`config.mk`:
```
export PLATFORM = sky130hd
export DESIGN_NAME = cgl_unit
export DESIGN_NICKNAME = d
export VERILOG_FILES = /design/src/hw/cgl_pkg.sv /design/src/hw/cgl_unit.sv
export SDC_FILE = /design/constraint.sdc
export NUM_CORES = 1
export LEC_CHECK = 0
export BUFFER_PORTS_ARGS = -buffer_cell sky130_fd_sc_hd__buf_4
export CAP_MARGIN = 20
export CELL_PAD_IN_SITES_DETAIL_PLACEMENT = 0
export CELL_PAD_IN_SITES_GLOBAL_PLACEMENT = 2
export CORE_MARGIN = 3
export CORE_UTILIZATION = 28
export CTS_CLUSTER_SIZE = 40
export DETAILED_ROUTE_END_ITERATION = 10
export GPL_TIMING_DRIVEN = 0
export HOLD_SLACK_MARGIN = 0.06
export PLACE_DENSITY_LB_ADDON = 0.1
export SLEW_MARGIN = 15
export SYNTH_ARGS = -nofsm -noshare
export SYNTH_HDL_FRONTEND = slang
export SYNTH_SLANG_ARGS = --single-unit
```
`constraint.sdc`:
```
create_clock -name sys_clk -period 4 [get_ports sys_clk]
set_input_delay 0.4 -clock sys_clk [delete_from_list [all_inputs] [get_ports sys_clk]]
set_output_delay 0.4 -clock sys_clk [all_outputs]
set_load 0.03 [all_outputs]
```
`src/hw/cgl_pkg.sv`:
```
// Shared constants and types for the compare greater/less unit
package cgl_pkg;
    // Register map, byte addresses
    localparam logic [3:0] CGL_CTRL_ADDR   = 4'h0;
    localparam logic [3:0] CGL_FAUX_ADDR   = 4'h4;
    localparam logic [3:0] CGL_STATE_ADDR  = 4'h8;
    localparam int         CGL_ADDR_W      = 4;
    // Control register: bit 0 enables instruction issue
    localparam int         CGL_CTRL_EN_BIT = 0;
    localparam logic       CGL_CTRL_RST    = 1'b1;
    // Sticky floating-point status field positions
    localparam int         CGL_F_UNORDERED_FLAG     = 0;
    localparam int         CGL_F_INVALID_FLAG     = 1;
    localparam int         CGL_F_NAN1      = 2;
    localparam int         CGL_F_NAN2      = 3;
    localparam int         CGL_F_DEN1      = 4;
    localparam int         CGL_F_DEN2      = 5;
    localparam int         CGL_FAUX_W      = 6;
    localparam logic [5:0] CGL_FAUX_RST    = 6'h00;
    // Bus responses
    localparam logic [1:0] CGL_RESP_OKAY   = 2'h0;
    localparam logic [1:0] CGL_RESP_SLVERR = 2'h2;
    // Integer opfield values
    localparam logic [6:0] CGL_UGT_REG     = 7'h4f;
    localparam logic [6:0] CGL_UGT_CST     = 7'h4e;
    localparam logic [6:0] CGL_UGT_LREG    = 7'h4d;
    localparam logic [6:0] CGL_UGT_LCST    = 7'h4c;
    localparam logic [6:0] CGL_SLT_REG     = 7'h57;
    localparam logic [6:0] CGL_SLT_CST     = 7'h56;
    localparam logic [6:0] CGL_SLT_LREG    = 7'h55;
    localparam logic [6:0] CGL_SLT_LCST    = 7'h54;
    // Latencies in cycles, then long operand width in bits
    localparam int         CGL_SP_LAT      = 1;
    localparam int         CGL_INT_LAT     = 1;
    localparam int         CGL_DP_LAT      = 2;
    localparam int         CGL_LONG_W      = 40;

    typedef enum logic [1:0] {
        CGL_OP_INT = 2'h0,
        CGL_OP_SP  = 2'h1,
        CGL_OP_DP  = 2'h2
    } cgl_op_t;

    typedef enum logic [1:0] {
        CGL_ST_IDLE = 2'b01,
        CGL_ST_E2   = 2'b10
    } cgl_state_t;

    typedef struct packed {
        logic        sign;
        logic        nan;
        logic        den;
        logic [62:0] mag;
    } cgl_fop_t;
endpackage

```
`src/hw/cgl_unit.sv`:
```
// Compare execution unit: DP/SP greater, unsigned greater, signed less
// Function
// - DP compare reads low words in E1, high words in E2, writes after E2.
// - DP compare sets only unordered/invalid plus per-operand NaN/denormal indicators.
// - SP NaN gives 0 with both flags; zero and denormal compare equal.
// - Unsigned greater compare, register or 4-bit constant first operand.
// - Unsigned greater compare also takes 40-bit long second operand.
// - Only low four bits of 5-bit field form the unsigned constant.
// - Signed less compare, register or 5-bit signed constant first operand.
// - Signed less compare also takes 40-bit signed long second operand.
// - Signed constant only as first operand, register as second.
// - Only second operand may cross path; first from own side.
// - Condition false makes the instruction a no-operation.
// - Integer compares complete in one cycle, no delay slots.
// - DP greater compare writes 1 if first exceeds second, else 0.
//
// The register addresses and register access over AXI4-Lite were chosen for this implementation.
`timescale 1ns/100ps
`default_nettype none
module cgl_unit (
    input  wire logic                         sys_clk,
    input  wire logic                         resetn,
    input  wire logic                         clk_en,
    input  wire logic                         issue_valid,
    input  wire cgl_pkg::cgl_op_t             issue_op,
    input  wire logic [6:0]                   opfield,
    input  wire logic [4:0]                   src1_field,
    input  wire logic [4:0]                   dst_field,
    input  wire logic                         cross_sel,
    input  wire logic [2:0]                   cond_sel,
    input  wire logic                         zero_test,
    input  wire logic [31:0]                  cond_value,
    input  wire logic [31:0]                  src1_data,
    input  wire logic [31:0]                  src2_own,
    input  wire logic [31:0]                  src2_cross,
    input  wire logic [7:0]                   src2_hi_data,
    output logic                              issue_ready_q,
    output logic                              wb_valid_q,
    output logic [4:0]                        wb_dst_q,
    output logic [31:0]                       wb_data_q,
    output logic                              unordered_flag_q,
    output logic                              invalid_flag_q,
    output logic [1:0]                        operand_nan_indicator_q,
    output logic [1:0]                        operand_denormal_indicator_q,
    input  wire logic [cgl_pkg::CGL_ADDR_W-1:0] s_axi_awaddr,
    input  wire logic                         s_axi_awvalid,
    output logic                              s_axi_awready,
    input  wire logic [31:0]                  s_axi_wdata,
    input  wire logic [3:0]                   s_axi_wstrb,
    input  wire logic                         s_axi_wvalid,
    output logic                              s_axi_wready,
    output logic [1:0]                        s_axi_bresp,
    output logic                              s_axi_bvalid,
    input  wire logic                         s_axi_bready,
    input  wire logic [cgl_pkg::CGL_ADDR_W-1:0] s_axi_araddr,
    input  wire logic                         s_axi_arvalid,
    output logic                              s_axi_arready,
    output logic [31:0]                       s_axi_rdata,
    output logic [1:0]                        s_axi_rresp,
    output logic                              s_axi_rvalid,
    input  wire logic                         s_axi_rready
);
    import cgl_pkg::*;

    // Split a float into sign, NaN, denormal and ordered magnitude
    function automatic cgl_fop_t cgl_fsplit(input logic [63:0] v, input logic dp);
        logic     e_ones;
        logic     e_zero;
        logic     m_nz;
        cgl_fop_t r;
        e_ones = dp ? (&v[62:52]) : (&v[30:23]);
        e_zero = dp ? (v[62:52] == 11'h000) : (v[30:23] == 8'h00);
        m_nz   = dp ? (v[51:0] != 52'h0) : (v[22:0] != 23'h000000);
        r.sign = dp ? v[63] : v[31];
        r.nan  = e_ones && m_nz;
        r.den  = e_zero && m_nz;
        // Zero and denormal both collapse to magnitude zero
        r.mag  = e_zero ? 63'h0 : (dp ? v[62:0] : {32'h00000000, v[30:0]});
        return r;
    endfunction

    // Ordered greater-than on split operands, NaN handled by caller
    function automatic logic cgl_fgt(input cgl_fop_t a, input cgl_fop_t b);
        logic r;
        case ({a.sign, b.sign})
            2'b00:   r = a.mag > b.mag;
            2'b01:   r = (a.mag != 63'h0) || (b.mag != 63'h0);
            2'b11:   r = a.mag < b.mag;
            default: r = 1'b0;
        endcase
        return r;
    endfunction

    cgl_state_t                 st_q, st_d;
    logic [31:0]                a_lo_q, b_lo_q;
    logic [4:0]                 dp_dst_q;
    logic                       dp_cond_q, dp_x_q;
    logic                       ctrl_en_q;
    logic [CGL_FAUX_W-1:0]      faux_q;
    logic [CGL_ADDR_W-1:0]      aw_addr_q;
    logic [31:0]                w_data_q;
    logic [3:0]                 w_strb_q;

    // Issue decode and operand selection
    wire        take      = issue_valid && issue_ready_q;
    wire        cond_true = (cond_sel == 3'h0) || ((cond_value == 32'h0) == zero_test);
    wire [31:0] src2_sel  = cross_sel ? src2_cross : src2_own;
    wire [31:0] e2_src2   = dp_x_q ? src2_cross : src2_own;
    wire        is_ugt    = (opfield[6:2] == CGL_UGT_REG[6:2]);
    wire        is_slt    = (opfield[6:2] == CGL_SLT_REG[6:2]);
    wire        is_long   = !opfield[1];
    wire        is_cst    = !opfield[0];
    wire [39:0] ucst      = {36'h0, src1_field[3:0]};
    wire [39:0] scst      = {{35{src1_field[4]}}, src1_field};
    wire [39:0] s1_reg    = is_ugt ? {8'h00, src1_data} : {{8{src1_data[31]}}, src1_data};
    wire [39:0] s1_val    = is_cst ? (is_ugt ? ucst : scst) : s1_reg;
    wire [39:0] s2_word   = is_ugt ? {8'h00, src2_sel} : {{8{src2_sel[31]}}, src2_sel};
    wire [39:0] s2_val    = is_long ? {src2_hi_data, src2_own} : s2_word;
    wire        ugt_res   = s1_val > s2_val;
    wire        slt_res   = $signed(s1_val) < $signed(s2_val);
    wire        int_res   = is_ugt ? ugt_res : slt_res;

    // Floating-point classification, SP now or DP high words in E2
    wire        e2_now    = (st_q == CGL_ST_E2);
    wire [63:0] fa_raw    = e2_now ? {src1_data, a_lo_q} : {32'h0, src1_data};
    wire [63:0] fb_raw    = e2_now ? {e2_src2, b_lo_q} : {32'h0, src2_sel};
    wire cgl_fop_t fa     = cgl_fsplit(fa_raw, e2_now);
    wire cgl_fop_t fb     = cgl_fsplit(fb_raw, e2_now);
    wire        f_nan     = fa.nan || fb.nan;
    wire        f_res     = !f_nan && cgl_fgt(fa, fb);

    // Writeback next values
    wire        sp_wb     = take && issue_op == CGL_OP_SP && cond_true;
    wire        int_wb    = take && issue_op == CGL_OP_INT && cond_true &&
                            (is_ugt || is_slt);
    wire        dp_wb     = e2_now && dp_cond_q;
    wire        fp_wb     = sp_wb || dp_wb;
    wire        wb_d      = fp_wb || int_wb;
    wire        res_d     = fp_wb ? f_res : int_res;
    wire        dp_take   = take && issue_op == CGL_OP_DP;
    wire [CGL_FAUX_W-1:0] fl_d = fp_wb ? {fb.den, fa.den, fb.nan, fa.nan, f_nan, f_nan}
                                       : {CGL_FAUX_W{1'b0}};

    // Sequencer: DP holds issue closed through E2
    always_comb begin
        case (st_q)
            CGL_ST_IDLE: st_d = dp_take ? CGL_ST_E2 : CGL_ST_IDLE;
            CGL_ST_E2:   st_d = CGL_ST_IDLE;
            default:     st_d = CGL_ST_IDLE;
        endcase
    end

    // Pipeline and result registers
    always_ff @(posedge sys_clk or negedge resetn) begin
        if (!resetn) begin
            st_q          <= CGL_ST_IDLE;
            issue_ready_q <= 1'b0;
            a_lo_q        <= 32'h0;
            b_lo_q        <= 32'h0;
            dp_dst_q      <= 5'h00;
            dp_cond_q     <= 1'b0;
            dp_x_q        <= 1'b0;
            wb_valid_q    <= 1'b0;
            wb_dst_q      <= 5'h00;
            wb_data_q     <= 32'h0;
            {operand_denormal_indicator_q, operand_nan_indicator_q,
             invalid_flag_q, unordered_flag_q} <= CGL_FAUX_RST;
        end else if (clk_en) begin
            st_q          <= st_d;
            issue_ready_q <= ctrl_en_q && (st_d == CGL_ST_IDLE);
            if (dp_take) begin
                a_lo_q    <= src1_data;
                b_lo_q    <= src2_sel;
                dp_dst_q  <= dst_field;
                dp_cond_q <= cond_true;
                dp_x_q    <= cross_sel;
            end
            wb_valid_q    <= wb_d;
            wb_dst_q      <= dp_wb ? dp_dst_q : dst_field;
            wb_data_q     <= {31'h0, res_d};
            {operand_denormal_indicator_q, operand_nan_indicator_q,
             invalid_flag_q, unordered_flag_q} <= fl_d;
        end
    end

    // Bus decode
    wire aw_hs   = s_axi_awvalid && s_axi_awready;
    wire w_hs    = s_axi_wvalid && s_axi_wready;
    wire ar_hs   = s_axi_arvalid && s_axi_arready;
    wire do_wr   = !s_axi_awready && !s_axi_wready && !s_axi_bvalid;
    wire wr_ctrl = do_wr && aw_addr_q == CGL_CTRL_ADDR && w_strb_q[0];
    wire wr_faux = do_wr && aw_addr_q == CGL_FAUX_ADDR && w_strb_q[0];
    wire wr_ok   = aw_addr_q == CGL_CTRL_ADDR || aw_addr_q == CGL_FAUX_ADDR ||
                   aw_addr_q == CGL_STATE_ADDR;
    wire rd_ok   = s_axi_araddr == CGL_CTRL_ADDR || s_axi_araddr == CGL_FAUX_ADDR ||
                   s_axi_araddr == CGL_STATE_ADDR;
    wire [31:0] rd_val = (s_axi_araddr == CGL_CTRL_ADDR)  ? {31'h0, ctrl_en_q} :
                         (s_axi_araddr == CGL_FAUX_ADDR)  ? {26'h0, faux_q} :
                         (s_axi_araddr == CGL_STATE_ADDR) ? {30'h0, e2_now, issue_ready_q} :
                         32'h0;
    // Sticky status: a new event wins over a write-one-to-clear
    wire [CGL_FAUX_W-1:0] faux_clr = wr_faux ? w_data_q[CGL_FAUX_W-1:0] : {CGL_FAUX_W{1'b0}};
    wire [CGL_FAUX_W-1:0] faux_d   = (faux_q & ~faux_clr) | fl_d;

    // Write channel: address and data taken in either order
    always_ff @(posedge sys_clk or negedge resetn) begin
        if (!resetn) begin
            s_axi_awready <= 1'b1;
            s_axi_wready  <= 1'b1;
            s_axi_bvalid  <= 1'b0;
            s_axi_bresp   <= CGL_RESP_OKAY;
            aw_addr_q     <= '0;
            w_data_q      <= 32'h0;
            w_strb_q      <= 4'h0;
            ctrl_en_q     <= CGL_CTRL_RST;
            faux_q        <= CGL_FAUX_RST;
        end else if (clk_en) begin
            if (aw_hs) begin
                aw_addr_q     <= s_axi_awaddr;
                s_axi_awready <= 1'b0;
            end
            if (w_hs) begin
                w_data_q     <= s_axi_wdata;
                w_strb_q     <= s_axi_wstrb;
                s_axi_wready <= 1'b0;
            end
            if (do_wr) begin
                s_axi_bvalid <= 1'b1;
                s_axi_bresp  <= wr_ok ? CGL_RESP_OKAY : CGL_RESP_SLVERR;
            end
            if (s_axi_bvalid && s_axi_bready) begin
                s_axi_bvalid  <= 1'b0;
                s_axi_awready <= 1'b1;
                s_axi_wready  <= 1'b1;
            end
            if (wr_ctrl) begin
                ctrl_en_q <= w_data_q[CGL_CTRL_EN_BIT];
            end
            faux_q <= faux_d;
        end
    end

    // Read channel: one answer per address, one cycle later
    always_ff @(posedge sys_clk or negedge resetn) begin
        if (!resetn) begin
            s_axi_arready <= 1'b1;
            s_axi_rvalid  <= 1'b0;
            s_axi_rdata   <= 32'h0;
            s_axi_rresp   <= CGL_RESP_OKAY;
        end else if (clk_en) begin
            if (ar_hs) begin
                s_axi_arready <= 1'b0;
                s_axi_rvalid  <= 1'b1;
                s_axi_rdata   <= rd_val;
                s_axi_rresp   <= rd_ok ? CGL_RESP_OKAY : CGL_RESP_SLVERR;
            end else if (s_axi_rvalid && s_axi_rready) begin
                s_axi_rvalid  <= 1'b0;
                s_axi_arready <= 1'b1;
            end
        end
    end
endmodule
`default_nettype wire

```
Word level (Yosys, flattened, before mapping)
Index checks and enable logic that the tools add are counted.

cells by class
  magnitude comparators = 4
  equal/unequal tests = 14
  mux-type cells = 44
  bitwise operators = 3
  reductions and logical operators = 73

operator list
  operator                                                                number
  63-bit two-way mux                                                      4
  40-bit two-way mux                                                      5
  64-bit two-way mux                                                      2
  63-bit nonzero test                                                     2
  52-bit nonzero test                                                     2
  32-bit two-way mux                                                      2
  63-bit > comparator                                                     1
  63-bit < comparator                                                     1
  23-bit nonzero test                                                     2
  40-bit > comparator                                                     1
  40-bit < comparator                                                     1
  32-bit zero test                                                        1
  1-bit logical AND                                                       25
  6-bit two-way mux                                                       4
  11-bit zero test                                                        2
  11-bit AND reduction                                                    2
  1-bit two-way mux                                                       20
  2-bit AND reduction                                                     10
  8-bit zero test                                                         2
  8-bit AND reduction                                                     2
  5-bit equality test (second input constant)                             2
  1-bit logical OR                                                        10
  2-bit two-way mux                                                       5
  2-bit by 1-bit equality test with 1-bit output (second input constant)  4
  other kinds (14)                                                        26

storage, ports and cells
  flip-flop bits (word level) = 146
  output and inout bits = 86
  word-level logic and storage cells = 165

Depth between registers and ports, before layout
Gate-level depths: netlist of run 1.

  depth after elaboration = 10
  depth in mapped cells = 20
  mapped depth without buffers = 15

Worst setup path before layout of run 1
No wires, ideal clock.

  kind = register to register
  from = register st_q[0]
  to = register wb_data_q[0]
  arrival = 3.977 ns
  data required time = 3.874 ns
  slack = -0.103 ns
  cell stages (with the launch flop) = 18
  buffers on the path = 6
  clock period less this slack = 4.103 ns
  cell sequence = dfstp_2 buf_4 nand2b_1 buf_4 buf_2 buf_2 clkbuf_1 clkbuf_1 nor2_1 ha_1 and4_1 nor4bb_1 nor4bb_1 and3_1 o21ai_0 nand2_1 mux2_2 a221o_1

on the way
  word-level cells in the longest chain between the ends = 10
  elaborated cells on any way between the ends = 44

RTL lines
  item                                                                         RTL line         text
  start, declared                                                              cgl_unit.sv:94   cgl_state_t st_q, st_d;
  start signal, assigned                                                       cgl_unit.sv:169  st_q <= st_d;
  2-bit equality test *                                                        cgl_unit.sv:124  wire e2_now = (st_q == CGL_ST_E2);
  parallel branches: the longest is 8 deep, another holds 63-bit < comparator  -
  1-bit two-way mux *                                                          cgl_unit.sv:139  wire res_d = fp_wb ? f_res : int_res;
  end signal, assigned                                                         cgl_unit.sv:180  wb_data_q <= {31'h0, res_d};
  end, declared                                                                cgl_unit.sv:40   output logic [31:0] wb_data_q,

Every way passes the cells marked *.
A chain may end at the register's enable or synchronous reset.

Worst setup path after layout of run 1
Same ends and word-level chain as after synthesis.

==> results of run 1 <==
## final cells by class
type / count / area, µm²
Buffer: 123 / 916
Clock inverter: 14 / 140
Inverter: 39 / 146
Multi-Input combinational cell: 1045 / 7470
Timing Repair Buffer: 239 / 1840
Fill cell: 3964 / 23200
Clock buffer: 18 / 439
Sequential cell: 117 / 2940
Tap cell: 511 / 639
## worst reg2reg max path, cell delays in order (launching register included)
cell,delay (ns)
dfstp_2,0.54
buf_8,0.13
nor2b_1,0.06
clkbuf_8,0.18
o21a_1,0.15
nor4_4,0.24
buf_4,0.18
or3b_4,0.39
and2_4,0.21
clkbuf_16,0.17
nand2_4,0.07
ha_4,0.21
a211oi_2,0.18
o211ai_1,0.11
o221ai_1,0.20
o211ai_1,0.18
a211oi_2,0.26
nand2_2,0.13
mux2_4,0.32
a221o_1,0.28
## cells in the mapped netlist (all sizes together), types with 3 or more instances
master,instances
nand2,171
a21oi,148
dfrtp,112
ha,103
mux2,97
buf,85
mux2i,76
nor2,72
clkbuf,39
inv,39
o21ai,36
nor4,34
nor3,31
nand4,29
a21o,25
nand3,22
nand2b,18
nor3b,14
o211ai,12
and2,7
and4,6
or4,6
a211oi,5
dfstp,5
o21a,5
a221oi,4
a22o,4
and3,4
nor2b,4
o41ai,4
or2,4
or3,4
a2111o,3
a31oi,3
nand4b,3
nor4b,3
o31ai,3
## power breakdown
group	internal [mW]	switching, mW
registers	1.50	0.232
clock network	0.888	0.646
logic	0.800	0.919
## per-layer routing
| metal | part of all wire | wire, µm | up-vias | global-route usage |
|---|---|---|---|---|
| li1 | - | - | 5155 | - |
| met1 | 0.47 | 22100 | 5247 | 0.310 |
| met2 | 0.47 | 21900 | 283 | 0.370 |
| met3 | 0.042 | 1990 | 39 | 0.0322 |
| met4 | 0.021 | 991 | 0 | 0.0536 |
| met5 | 0 | 0 | - | 0 |
## cells by family after synthesis
| group | share of synthesized area |
|---|---|
| adders and majority gates | 0.120 |
| DFF | 0.273 |
| AOI/OAI and AO/OA | 0.151 |
| muxes | 0.172 |
| xor gates and xnor gates | 0.000814 |
| and+or+nand+nor | 0.201 |
| other | 0.000349 |
| buffers and inverters | 0.0821 |
## sequential cells by signal (all words and copies together), names as in the netlist, 2 cells and up
| register | flops |
|---|---|
| b_lo_q | 32 |
| w_data_q | 6 |
| wb_dst_q | 5 |
| dp_dst_q | 5 |
| st_q | 2 |
| operand_denormal_indicator_q | 2 |
| s_axi_rdata | 6 |
| faux_q | 6 |
| aw_addr_q | 4 |
| operand_nan_indicator_q | 2 |
| a_lo_q | 32 |
## how the worst max path moves through the flow
| stage | from | end | slack, ns | cells past startpoint |
|---|---|---|---|---|
| final | st_q[0] | wb_data_q[0] | -0.30 | 19 |
| after global routing | st_q[0] | wb_data_q[0] | -0.39 | 19 |
| after CTS | dp_x_q | wb_data_q[0] | -0.25 | 18 |
| after detailed placement | st_q[1] | wb_data_q[0] | -2.34 | 17 |
| after global placement | st_q[1] | wb_data_q[0] | -2.38 | 17 |
| after floorplan | st_q[0] | wb_data_q[0] | 0.002 | 19 |
## timing repair
item,CTS,global route
resized for setup,101,12
pin swaps,29,9
gates cloned,1,0
setup endpoints to repair,1,1
hold buffers,1,0
setup buffers,24,2
endpoints found under the hold margin,43,0
==> key figures, run 1 <==
Outcome
  – Run status: complete, but fails checks
  – Failing checks: negative setup slack

Floorplanning
  – Die H: 202 µm
  – Die ar.: just over 0.04 mm²
  – Core Area: 0.0378 mm²
  – Initial Utilization: 0.285
  – I/O Pins: 299
  – Cell Rows: just over 70
  – Die width: 202 µm

Clocking
  – H-tree Lvls: 4
  – Worst skew pair latency: 0.43 ns
  – Max Root-Sink Buffers: 2
  – Num CTS Buffers: 17
  – # clock sinks: approximately 120
  – Clock-pin slew on the worst setup and hold paths: ~0.070 ns
  – Root Driver: clkbuf_16
  – CTS tree: done

Timing
  – Setup Viol. Count Final: 1
  – Max_slew headroom: 0.411
  – Setup TNS: -0.301 ns
  – Post-route setup slack: -0.301 ns
  – Slew Viols, Final: 0
  – Slew @ Worst Pin: 0.872 ns
  – Endpoints failing hold: 0
  – Min Tclk post-route: between 4 and 5 ns
  – Worst hold slack: 0.186 ns
  – RSZ-0062 raised after global routing: yes
  – Period utilization: 1.08
  – Final Skew: 0.00902 ns
  – Fmax: 233 MHz

GRT
  – Largest net degree at the start of global routing: 72
  – Vias in the first global route: 10800
  – Initial antenna violation count: 0
  – Total grt overflow: 0
  – GR Util All Layers: 0.224
  – Global-route wire length before repair: 68900 µm

Final layout
  – Net count, final: 1898
  – Layout cells sized above 1: 0.322
  – Leading cell type in the layout, fill and taps excluded: buf_4
  – Final core utilization: 0.385
  – Most frequent cells in the layout: buf_4 (290), nand2_1 (165), a21oi_1 (142)
  – Post-route insts no fill: 2106
  – Area Growth Syn to Fin: 35.1%
  – Final Instance Area: 0.0145 mm²
  – N_diodes: 0

Setup path
  – Required @ worst endpoint: 4.31 ns
  – CP Data Arrival Time: 4.61 ns
  – Worst-path fanout max: 8
  – Reg-to-Reg End: wb_data_q[0]
  – Reg2reg path depth: 19
  – Crit path kind: reg -> reg
  – CP endpoint kind: flop
  – Crit-path cells: buf_8 > nor2b_1 > clkbuf_8 > o21a_1 > nor4_4 > buf_4 > or3b_4 > and2_4 > clkbuf_16 > nand2_4 > ha_4 > a211oi_2 > o211ai_1 > o221ai_1 > o211ai_1 > a211oi_2 > nand2_2 > mux2_4 > a221o_1
  – Crit path buffers/inverters: 4
  – Top Family by Delay on Critical Path: compound AO/OA/AOI/OAI gates
  – Largest stage delay on the critical path: 0.54 ns
  – Worst setup SP type: flop
  – Flop2flop setup slack: -0.30 ns
  – R2R Path Start: st_q[0]
  – Crit-path slowest cell: dfstp_2

Detailed routing
  – Vias per cell: 5.09
  – Via count: 10700
  – ANT nets after route: 0
  – DR pass1 iterations: 5
  – Total wire length: 47000 µm
  – WL/cell: 22.3 µm
  – First DRT Iteration DRCs: 633
  – DRC violations left: 0

Hold path
  – Hold Path Origin: s_axi_araddr[1]
  – Hold path cells: 2
  – Hold EP: s_axi_rdata[1]
  – Hold Path Class: in -> reg

Yosys
  – Synth top area cells: dfrtp_1 (26%), ha_1 (12%), mux2_2 (9.6%)
  – Distinct cell type count after synthesis: 65
  – YS warnings: 0
  – Post-Syn Area: 0.0108 mm²
  – Flops & latches, synth: 117
  – Synthesized area per cell: approximately 8.5 µm²
  – Post-synth top area share: 0.261
  – Dominant register cell in the synthesized netlist: dfrtp_1
  – Mapped Cells: 1267
  – FFs w/ async S/R, synth: 1.00
  – Sequential fraction of the synthesis area: 0.273
  – Number of flops mapped to enable cells by yosys: 0
  – Area leader, netlist: dfrtp_1

Power and ir drop
  – Power per cell area: 343 mW/mm²
  – Static Leak: 7.17 nW
  – Peak supply drop: 308 µV
  – Overall power: between 4 and 5 mW

Job
  – Max cap viols: 0

Place
  – # port buffers: 208
  – Hpwl dp: roughly 38000 µm
  – Cells after DPL: 2046
  – Post-Place Setup Slack: -2.34 ns
  – Placed Area: 0.0133 mm²
  – Routability cong.: 0.852
(Power assumes the default switching activity.)
==> run 2, diff against run 1 <==
--- a/config.mk
+++ b/config.mk
@@ -5,7 +5,7 @@
 export SDC_FILE = /design/constraint.sdc
 export NUM_CORES = 1
 export LEC_CHECK = 0
-export BUFFER_PORTS_ARGS = -buffer_cell sky130_fd_sc_hd__buf_4
+export BUFFER_PORTS_ARGS = -buffer_cell sky130_fd_sc_hd__clkbuf_2
 export CAP_MARGIN = 20
 export CELL_PAD_IN_SITES_DETAIL_PLACEMENT = 0
 export CELL_PAD_IN_SITES_GLOBAL_PLACEMENT = 2
@@ -16,6 +16,7 @@
 export GPL_TIMING_DRIVEN = 0
 export HOLD_SLACK_MARGIN = 0.06
 export PLACE_DENSITY_LB_ADDON = 0.1
+export SKIP_LAST_GASP = 1
 export SLEW_MARGIN = 15
 export SYNTH_ARGS = -nofsm -noshare
 export SYNTH_HDL_FRONTEND = slang
==> run 2 against run 1 <==
Effect of this change: the flow still finishes with violations (negative setup slack); clock-buffer cell count increased by 1; register-to-register slack worse by 0.03 ns; non-clock buffer count decreased by 4; via count down 0.41%; critical path depth fell by 2; design area decreased by 3.7%; sequential power about the same; sequential share of layout area is 0.78 points higher; hold slack improved by 0.0095 ns; power grew 0.68%; global-route usage is 0.11 points higher; critical endpoint unchanged; highest routed layer unchanged.
==> key figures, run 2 (same netlist as run 1, synthesis figures left out) <==
Setup path
  – Crit-path slowest cell: dfstp_2
  – Crit path kind: reg -> reg
  – CP endpoint: wb_data_q[0]
  – Crit path buffers/inverters: 6 (+2)
  – CP Data Arrival Time: 4.64 ns (+0.03 ns)
  – Required @ worst endpoint: 4.31 ns (about the same)
  – Worst-path fanout max: 10 (+2)
  – CP most frequent cell: buf_8
  – Critical path launch point: st_q[0]
  – Crit-path cells: buf_8 > nand2b_4 > buf_8 > buf_8 > buf_8 > clkbuf_16 > clkbuf_4 > nor2_1 > ha_1 > nand4_1 > nor4bb_4 > nor4bb_4 > and3_4 > o21ai_4 > nand2_2 > mux2_2 > a221o_1
  – R2R Path Start: st_q[0]
  – Top Family by Delay on Critical Path: simple AND/OR/NAND/NOR gates
  – Reg-to-Reg End: wb_data_q[0]
  – Reg2reg path depth: 17 (-2)
  – Flop2flop setup slack: -0.33 ns (-0.03 ns)
  – Critical path depth in cells: 17 (-2)
  – CP endpoint kind: flop
  – Worst setup SP type: flop
  – Largest stage delay on the critical path: 0.53 ns (about the same)

Job
  – Max cap viols: 0 (unchanged)

Clocking
  – Clock-pin slew on the worst setup and hold paths: 0.06 ns (about the same)
  – CTS tree: done
  – Worst skew pair latency: 0.44 ns (about the same)
  – # clock sinks: 117 (unchanged)
  – Max Root-Sink Buffers: 2 (unchanged)
  – H-tree Lvls: 4 (unchanged)
  – Num CTS Buffers: 17 (unchanged)
  – Root Driver: clkbuf_16

Floorplanning
  – Core Area: 0.0378 mm² (unchanged)
  – Initial Utilization: 0.285 (unchanged)
  – Die width: 202 µm (unchanged)
  – Die H: 202 µm (unchanged)
  – Cell Rows: 71 (unchanged)
  – Die ar.: 0.0408 mm² (unchanged)
  – I/O Pins: 299 (unchanged)

Final layout
  – Leading cell type in the layout, fill and taps excluded: clkbuf_2
  – Final Instance Area: 0.0140 mm² (-3.7%)
  – Area Growth Syn to Fin: 30.0%
  – Post-route insts no fill: 2103 (-0.14%)
  – Largest registers: a_lo_q: 32 flops, b_lo_q: 32 flops
  – Most frequent cells in the layout: clkbuf_2 (213), nand2_1 (166), a21oi_1 (145)
  – Net count, final: 1894 (-0.21%)
  – Layout cells sized above 1: 0.316 (-0.00611)

Timing
  – Post-route setup slack: -0.326 ns (-0.0257 ns)
  – Fmax: 231 MHz (-0.59%)
  – Slew Viols, Final: 0 (unchanged)
  – RSZ-0062 raised after global routing: yes
  – Endpoints failing hold: 0 (unchanged)
  – Final Skew: 0.0119 ns (+0.00288 ns)
  – Min Tclk post-route: 4.33 ns (+0.0257 ns)
  – Setup Viol. Count Final: 1 (unchanged)
  – Period utilization: 1.08 (+0.00641)
  – Slew @ Worst Pin: 0.891 ns (+0.0196 ns)
  – Max_slew headroom: 0.406 (-0.00491)

Hold path
  – Hold Path Class: in -> reg

Detailed routing
  – First DRT Iteration DRCs: 673 (+6.3%)
  – DRC violations left: 0 (unchanged)
  – Total wire length: 46900 µm (-0.41%)
  – Via count: 10700 (-0.41%)
  – ANT nets after route: 0 (unchanged)
  – DR pass1 iterations: 5 (unchanged)
  – Vias per cell: 5.08 (-0.27%)
  – WL/cell: 22.3 µm (-0.27%)

Place
  – # port buffers: 208 (unchanged)
  – Routability cong.: 0.880 (+3.3%)
  – Placed Area: 0.0127 mm² (-3.9%)
  – Hpwl dp: 38200 µm (+0.38%)
  – Cells after DPL: 2046 (unchanged)
  – Post-Place Setup Slack: -2.38 ns (-0.0341 ns)

Power and ir drop
  – Sw Share: 0.355 (-0.00495)
  – P_sw: 1.78 mW (-0.70%)
  – Power share of the clock group: 0.327 (+0.019)
  – Gate power share: 0.328 (-0.017)
  – Power per cell area: 359 mW/mm² (+4.6%)
  – Peak supply drop: 293 µV (-5.0%)
  – Static Leak: 7.02 nW (-2.2%)
  – Reg power frac: 0.345 (-0.003)
  – P_int: 3.24 mW (+1.5%)

GRT
  – GR Util All Layers: 0.225 (+0.00110)
  – Vias in the first global route: 10700 (-0.77%)
  – Global-route wire length before repair: 69100 µm (+0.24%)
  – Total grt overflow: 0 (unchanged)
  – Initial antenna violation count: 0 (unchanged)
  – Largest net degree at the start of global routing: 65 (-9.7%)

Outcome
  – Failing checks: negative setup slack
  – Run status: complete, but fails checks
-- run 2: power groups by stage --
stage | logic [mW] | registers [mW] | clock network (mW)
6_report | 1.65 | 1.73 | 1.64
5_1_grt | 1.80 | 1.77 | 1.73
4_1_cts | 1.63 | 1.73 | 1.66
3_5_place_dp | 1.57 | 1.75 | 0
3_3_place_gp | 1.55 | 1.74 | 0
2_1_floorplan | 0.996 | 1.73 | 0
-- run 2: worst min path at each step --
stage	from	to	cells past startpoint
4_1_cts	s_axi_awaddr[3]	aw_addr_q[3]	2
2_1_floorplan	resetn	a_lo_q[0]	0
3_5_place_dp	resetn	aw_addr_q[1]	1
5_1_grt	s_axi_awaddr[3]	aw_addr_q[3]	2
6_report	s_axi_awaddr[3]	aw_addr_q[3]	2
3_3_place_gp	faux_q[0]	faux_q[0]	1
-- run 2: worst reg2reg max path, delay by kind of cell, from the launching register on --
family,cells,cell delay [ns]
AND/OR/NAND/NOR,7,1.69
AO/OA/AOI/OAI,2,0.36
flip-flops,1,0.53
adder cells (fa/ha/maj),1,0.30
buffers and inverters,6,0.98
multiplexers,1,0.34
-- run 2: layer usage --
| metal | wire length (µm) | global-route usage | vias to the layer above |
|---|---|---|---|
| met5 | 0 | 0 | - |
| met4 | 485 | 0.0419 | 0 |
| met3 | 1960 | 0.0279 | 29 |
| met2 | 22000 | 0.375 | 296 |
| met1 | 22400 | 0.317 | 5221 |
| li1 | - | - | 5134 |
-- run 2: timing repair --
item	in CTS	in global routing
endpoints found under the setup margin	1	1
gates cloned	1	0
hold endpoints to repair	52	0
pin swaps	12	12
buffers inserted	18	4
hold buffers	1	0
resized for setup	86	21
-- run 2: metrics by stage --
stage,hold slack [ns],TNS (ns),util,power [mW]
after detailed placement,0.414,-2.38,0.338,3.32
after CTS,0.179,-0.312,0.367,5.02
final,0.196,-0.326,0.371,5.02
after global placement,0.462,-2.39,0.336,3.29
after global routing,0.191,-0.435,0.370,5.31
after floorplan,0.104,0,-,2.72
-- run 2: area by class of cell --
class / instances / area [µm²]
fill: 4014 / 23800
multi-input combinational: 1045 / 7450
sequential: 117 / 2940
timing repair buffer: 235 / 1290
buffer: 123 / 920
tap: 511 / 639
clock buffer: 19 / 443
clock inverter: 13 / 170
inverter: 39 / 146
antenna: 1 / 2.50
==> run 3, diff against run 2 <==
--- a/config.mk
+++ b/config.mk
@@ -13,7 +13,6 @@
 export CORE_UTILIZATION = 28
 export CTS_CLUSTER_SIZE = 40
 export DETAILED_ROUTE_END_ITERATION = 10
-export GPL_TIMING_DRIVEN = 0
 export HOLD_SLACK_MARGIN = 0.06
 export PLACE_DENSITY_LB_ADDON = 0.1
 export SKIP_LAST_GASP = 1
==> constraint.sdc (replaced) <==
create_clock -name sys_clk -period 4 [get_ports sys_clk]
set_input_delay 0.4 -clock sys_clk [delete_from_list [all_inputs] [get_ports sys_clk]]
set_output_delay 0.4 -clock sys_clk [all_outputs]
set_load 0.01 [all_outputs]
==> run 3 against run 2 <==
Effect of this change: the flow still finishes with violations (negative setup slack); clock-buffer cell count fell by 1; design area is 1.5% lower; sequential share of layout area up 0.33 points; hold slack worse by 0.0022 ns; flip-flop and latch count did not move; fmax is 2.1% higher; global-route usage decreased by 1.9 points; die area unchanged; largest power group unchanged.
==> key figures, run 3 (same netlist as run 1, synthesis figures left out) <==
Outcome
  – Run status: complete, but fails checks
  – Failing checks: negative setup slack

Timing
  – Worst hold slack: 0.194 ns (-0.00221 ns)
  – Post-route setup slack: -0.238 ns (+0.0887 ns)
  – Fmax: 236 MHz (+2.1%)
  – Endpoints failing hold: 0 (unchanged)
  – Slew Viols, Final: 0 (unchanged)
  – Min Tclk post-route: 4.24 ns (-0.0887 ns)
  – RSZ-0062 raised after global routing: yes
  – Slew @ Worst Pin: 0.714 ns (-0.177 ns)
  – Max_slew headroom: 0.524 (+0.118)
  – Period utilization: 1.06 (-0.0222)
  – Final Skew: 0.0184 ns (+0.00653 ns)
  – Setup Viol. Count Final: 1 (unchanged)

GRT
  – Largest net degree at the start of global routing: 100 (+54%)
  – Initial antenna violation count: 1 (+1)
  – Vias in the first global route: 10400 (-2.6%)
  – GR Util All Layers: 0.206 (-0.0193)
  – Global-route wire length before repair: 64200 µm (-7.1%)
  – Total grt overflow: 0 (unchanged)

Floorplanning
  – Die H: 202 µm (unchanged)
  – Die width: 202 µm (unchanged)
  – Cell Rows: 71 (unchanged)
  – Die ar.: 0.0408 mm² (unchanged)
  – Initial Utilization: 0.285 (unchanged)
  – I/O Pins: 299 (unchanged)
  – Core Area: 0.0378 mm² (unchanged)

Clocking
  – Root Driver: clkbuf_16
  – H-tree Lvls: 4 (unchanged)
  – Max Root-Sink Buffers: 2 (unchanged)
  – Clock-pin slew on the worst setup and hold paths: 0.07 ns (about the same)
  – CTS tree: done
  – Num CTS Buffers: 17 (unchanged)
  – # clock sinks: 117 (unchanged)
  – Worst skew pair latency: 0.43 ns (about the same)

Power and ir drop
  – Sw Share: 0.347 (-0.00802)
  – Power per cell area: 340 mW/mm² (-5.4%)
  – Gate power share: 0.328 (about the same)
  – P_int: 3.05 mW (-5.7%)
  – Reg power frac: 0.368 (+0.023)
  – Power share of the clock group: 0.304 (-0.023)
  – Static Leak: 6.95 nW (-0.88%)
  – Peak supply drop: 299 µV (+2.2%)
  – P_sw: 1.63 mW (-8.9%)

Setup path
  – Top Family by Delay on Critical Path: simple AND/OR/NAND/NOR gates
  – Critical path launch point: dp_x_q
  – Crit-path slowest cell: dfrtp_2
  – Crit-path cells: buf_12 > mux2_4 > o21a_1 > nor4_2 > buf_4 > or3b_1 > and2_4 > buf_6 > buf_6 > nand3_1 > ha_1 > nand4_1 > buf_4 > nor4_4 > a21oi_1 > o211ai_1 > a211oi_2 > nand2_2 > mux2_4 > a221o_1
  – Reg-to-Reg End: wb_data_q[0]
  – Required @ worst endpoint: 4.30 ns (about the same)
  – CP endpoint kind: flop
  – CP Data Arrival Time: 4.54 ns (-0.10 ns)
  – Worst-path fanout max: 8 (-2)
  – Flop2flop setup slack: -0.24 ns (+0.09 ns)
  – R2R Path Start: dp_x_q
  – Worst setup SP type: flop
  – Largest stage delay on the critical path: 0.44 ns (-0.09 ns)
  – Crit path buffers/inverters: 5 (-1)
  – Critical path depth in cells: 20 (+3)
  – Reg2reg path depth: 20 (+3)
  – Crit path kind: reg -> reg

Final layout
  – Fill count: 3945 (-1.7%)
  – Layout cells sized above 1: 0.319 (+0.00344)
  – Largest registers: a_lo_q: 32 flops, b_lo_q: 32 flops
  – Leading cell type in the layout, fill and taps excluded: clkbuf_2
  – Register area: 0.00294 mm² (unchanged)
  – Area of the multi-input gates: 0.00730 mm² (-2.0%)
  – N_diodes: 0 (-1)
  – Net count, final: 1880 (-0.74%)
  – Most frequent cells in the layout: clkbuf_2 (209), nand2_1 (167), a21oi_1 (144)
  – Area Growth Syn to Fin: 28.0%

Place
  – Hpwl dp: 34100 µm (-11%)
  – Routability cong.: 0.849 (-3.5%)
  – # port buffers: 210 (+0.96%)
  – Post-Place Setup Slack: -0.365 ns (+2.01 ns)

Detailed routing
  – WL/cell: 20.5 µm (-8.1%)
  – DR pass1 iterations: 5 (unchanged)
  – Vias per cell: 4.94 (-2.8%)
  – First DRT Iteration DRCs: 538 (-20%)
  – DRC violations left: 0 (unchanged)
  – Total wire length: 42800 µm (-8.7%)
  – ANT nets after route: 0 (unchanged)
  – Via count: 10300 (-3.5%)

Hold path
  – Hold path cells: 2 (unchanged)
  – Hold Path Origin: s_axi_awaddr[3]
  – Hold EP: aw_addr_q[3]
  – Hold Path Class: in -> reg

Job
  – Max cap viols: 0 (unchanged)
[run 3: cell count changes in the layout (fill, tap and decap cells not counted), moves of 5 or more]
cell      previous run  this run
mux2i_1             71        76
buf_2               10         1
clkbuf_1            27         1
buf_8                5         0
buf_12               4        10
clkbuf_8             5         0
buf_4               83       117
[run 3: how the worst max path moves through the flow]
stage,end
floorplan,wb_data_q[0]
global placement,wb_data_q[0]
detailed placement,wb_data_q[0]
CTS,wb_data_q[0]
global route,wb_data_q[0]
finish,wb_data_q[0]
[run 3: repair_timing]
action,CTS,global route
resized for setup,27,2
buffers inserted,4,0
gates cloned,1,0
endpoints found under the hold margin,43,0
hold buffers,1,0
pin swaps,15,3
setup endpoints to repair,1,1
[run 3: per-layer routing]
metal	part of all wire	global-route usage
met1	0.46	0.272
met2	0.50	0.362
met3	0.038	0.0312
met4	0.0094	0.0346
met5	0	0
[run 3: power by group through the flow]
| stage | Combinational [mW] | Sequential, mW | Clock, mW |
|---|---|---|---|
| global route | 1.70 | 1.77 | 1.51 |
| detailed placement | 1.49 | 1.74 | 0 |
| CTS | 1.55 | 1.72 | 1.47 |
| global placement | 1.47 | 1.73 | 0 |
| finish | 1.53 | 1.72 | 1.42 |
| floorplan | 0.946 | 1.68 | 0 |
[run 3: area by class of cell]
| class | count | area share |
|---|---|---|
| Clock inverter | 14 | 0.00754 |
| Timing Repair Buffer | 344 | 0.161 |
| Sequential cell | 117 | 0.213 |
| Tap cell | 511 | 0.0464 |
| Inverter | 39 | 0.0106 |
| Clock buffer | 18 | 0.0312 |
| Multi-Input combinational cell | 1045 | 0.530 |
[run 3: through the flow]
step                cell area, µm²  utilization  TNS [ns]  std cells  power (mW)
CTS                          13800        0.364    -0.192       2087        4.74
global route                 13800        0.365    -0.431       2088        4.98
finish                       13800        0.365    -0.238       2088        4.68
global placement             13000        0.346    -0.334       2049        3.20
detailed placement           13000        0.346    -0.365       2049        3.23
floorplan                    11000            -         0       1325        2.63
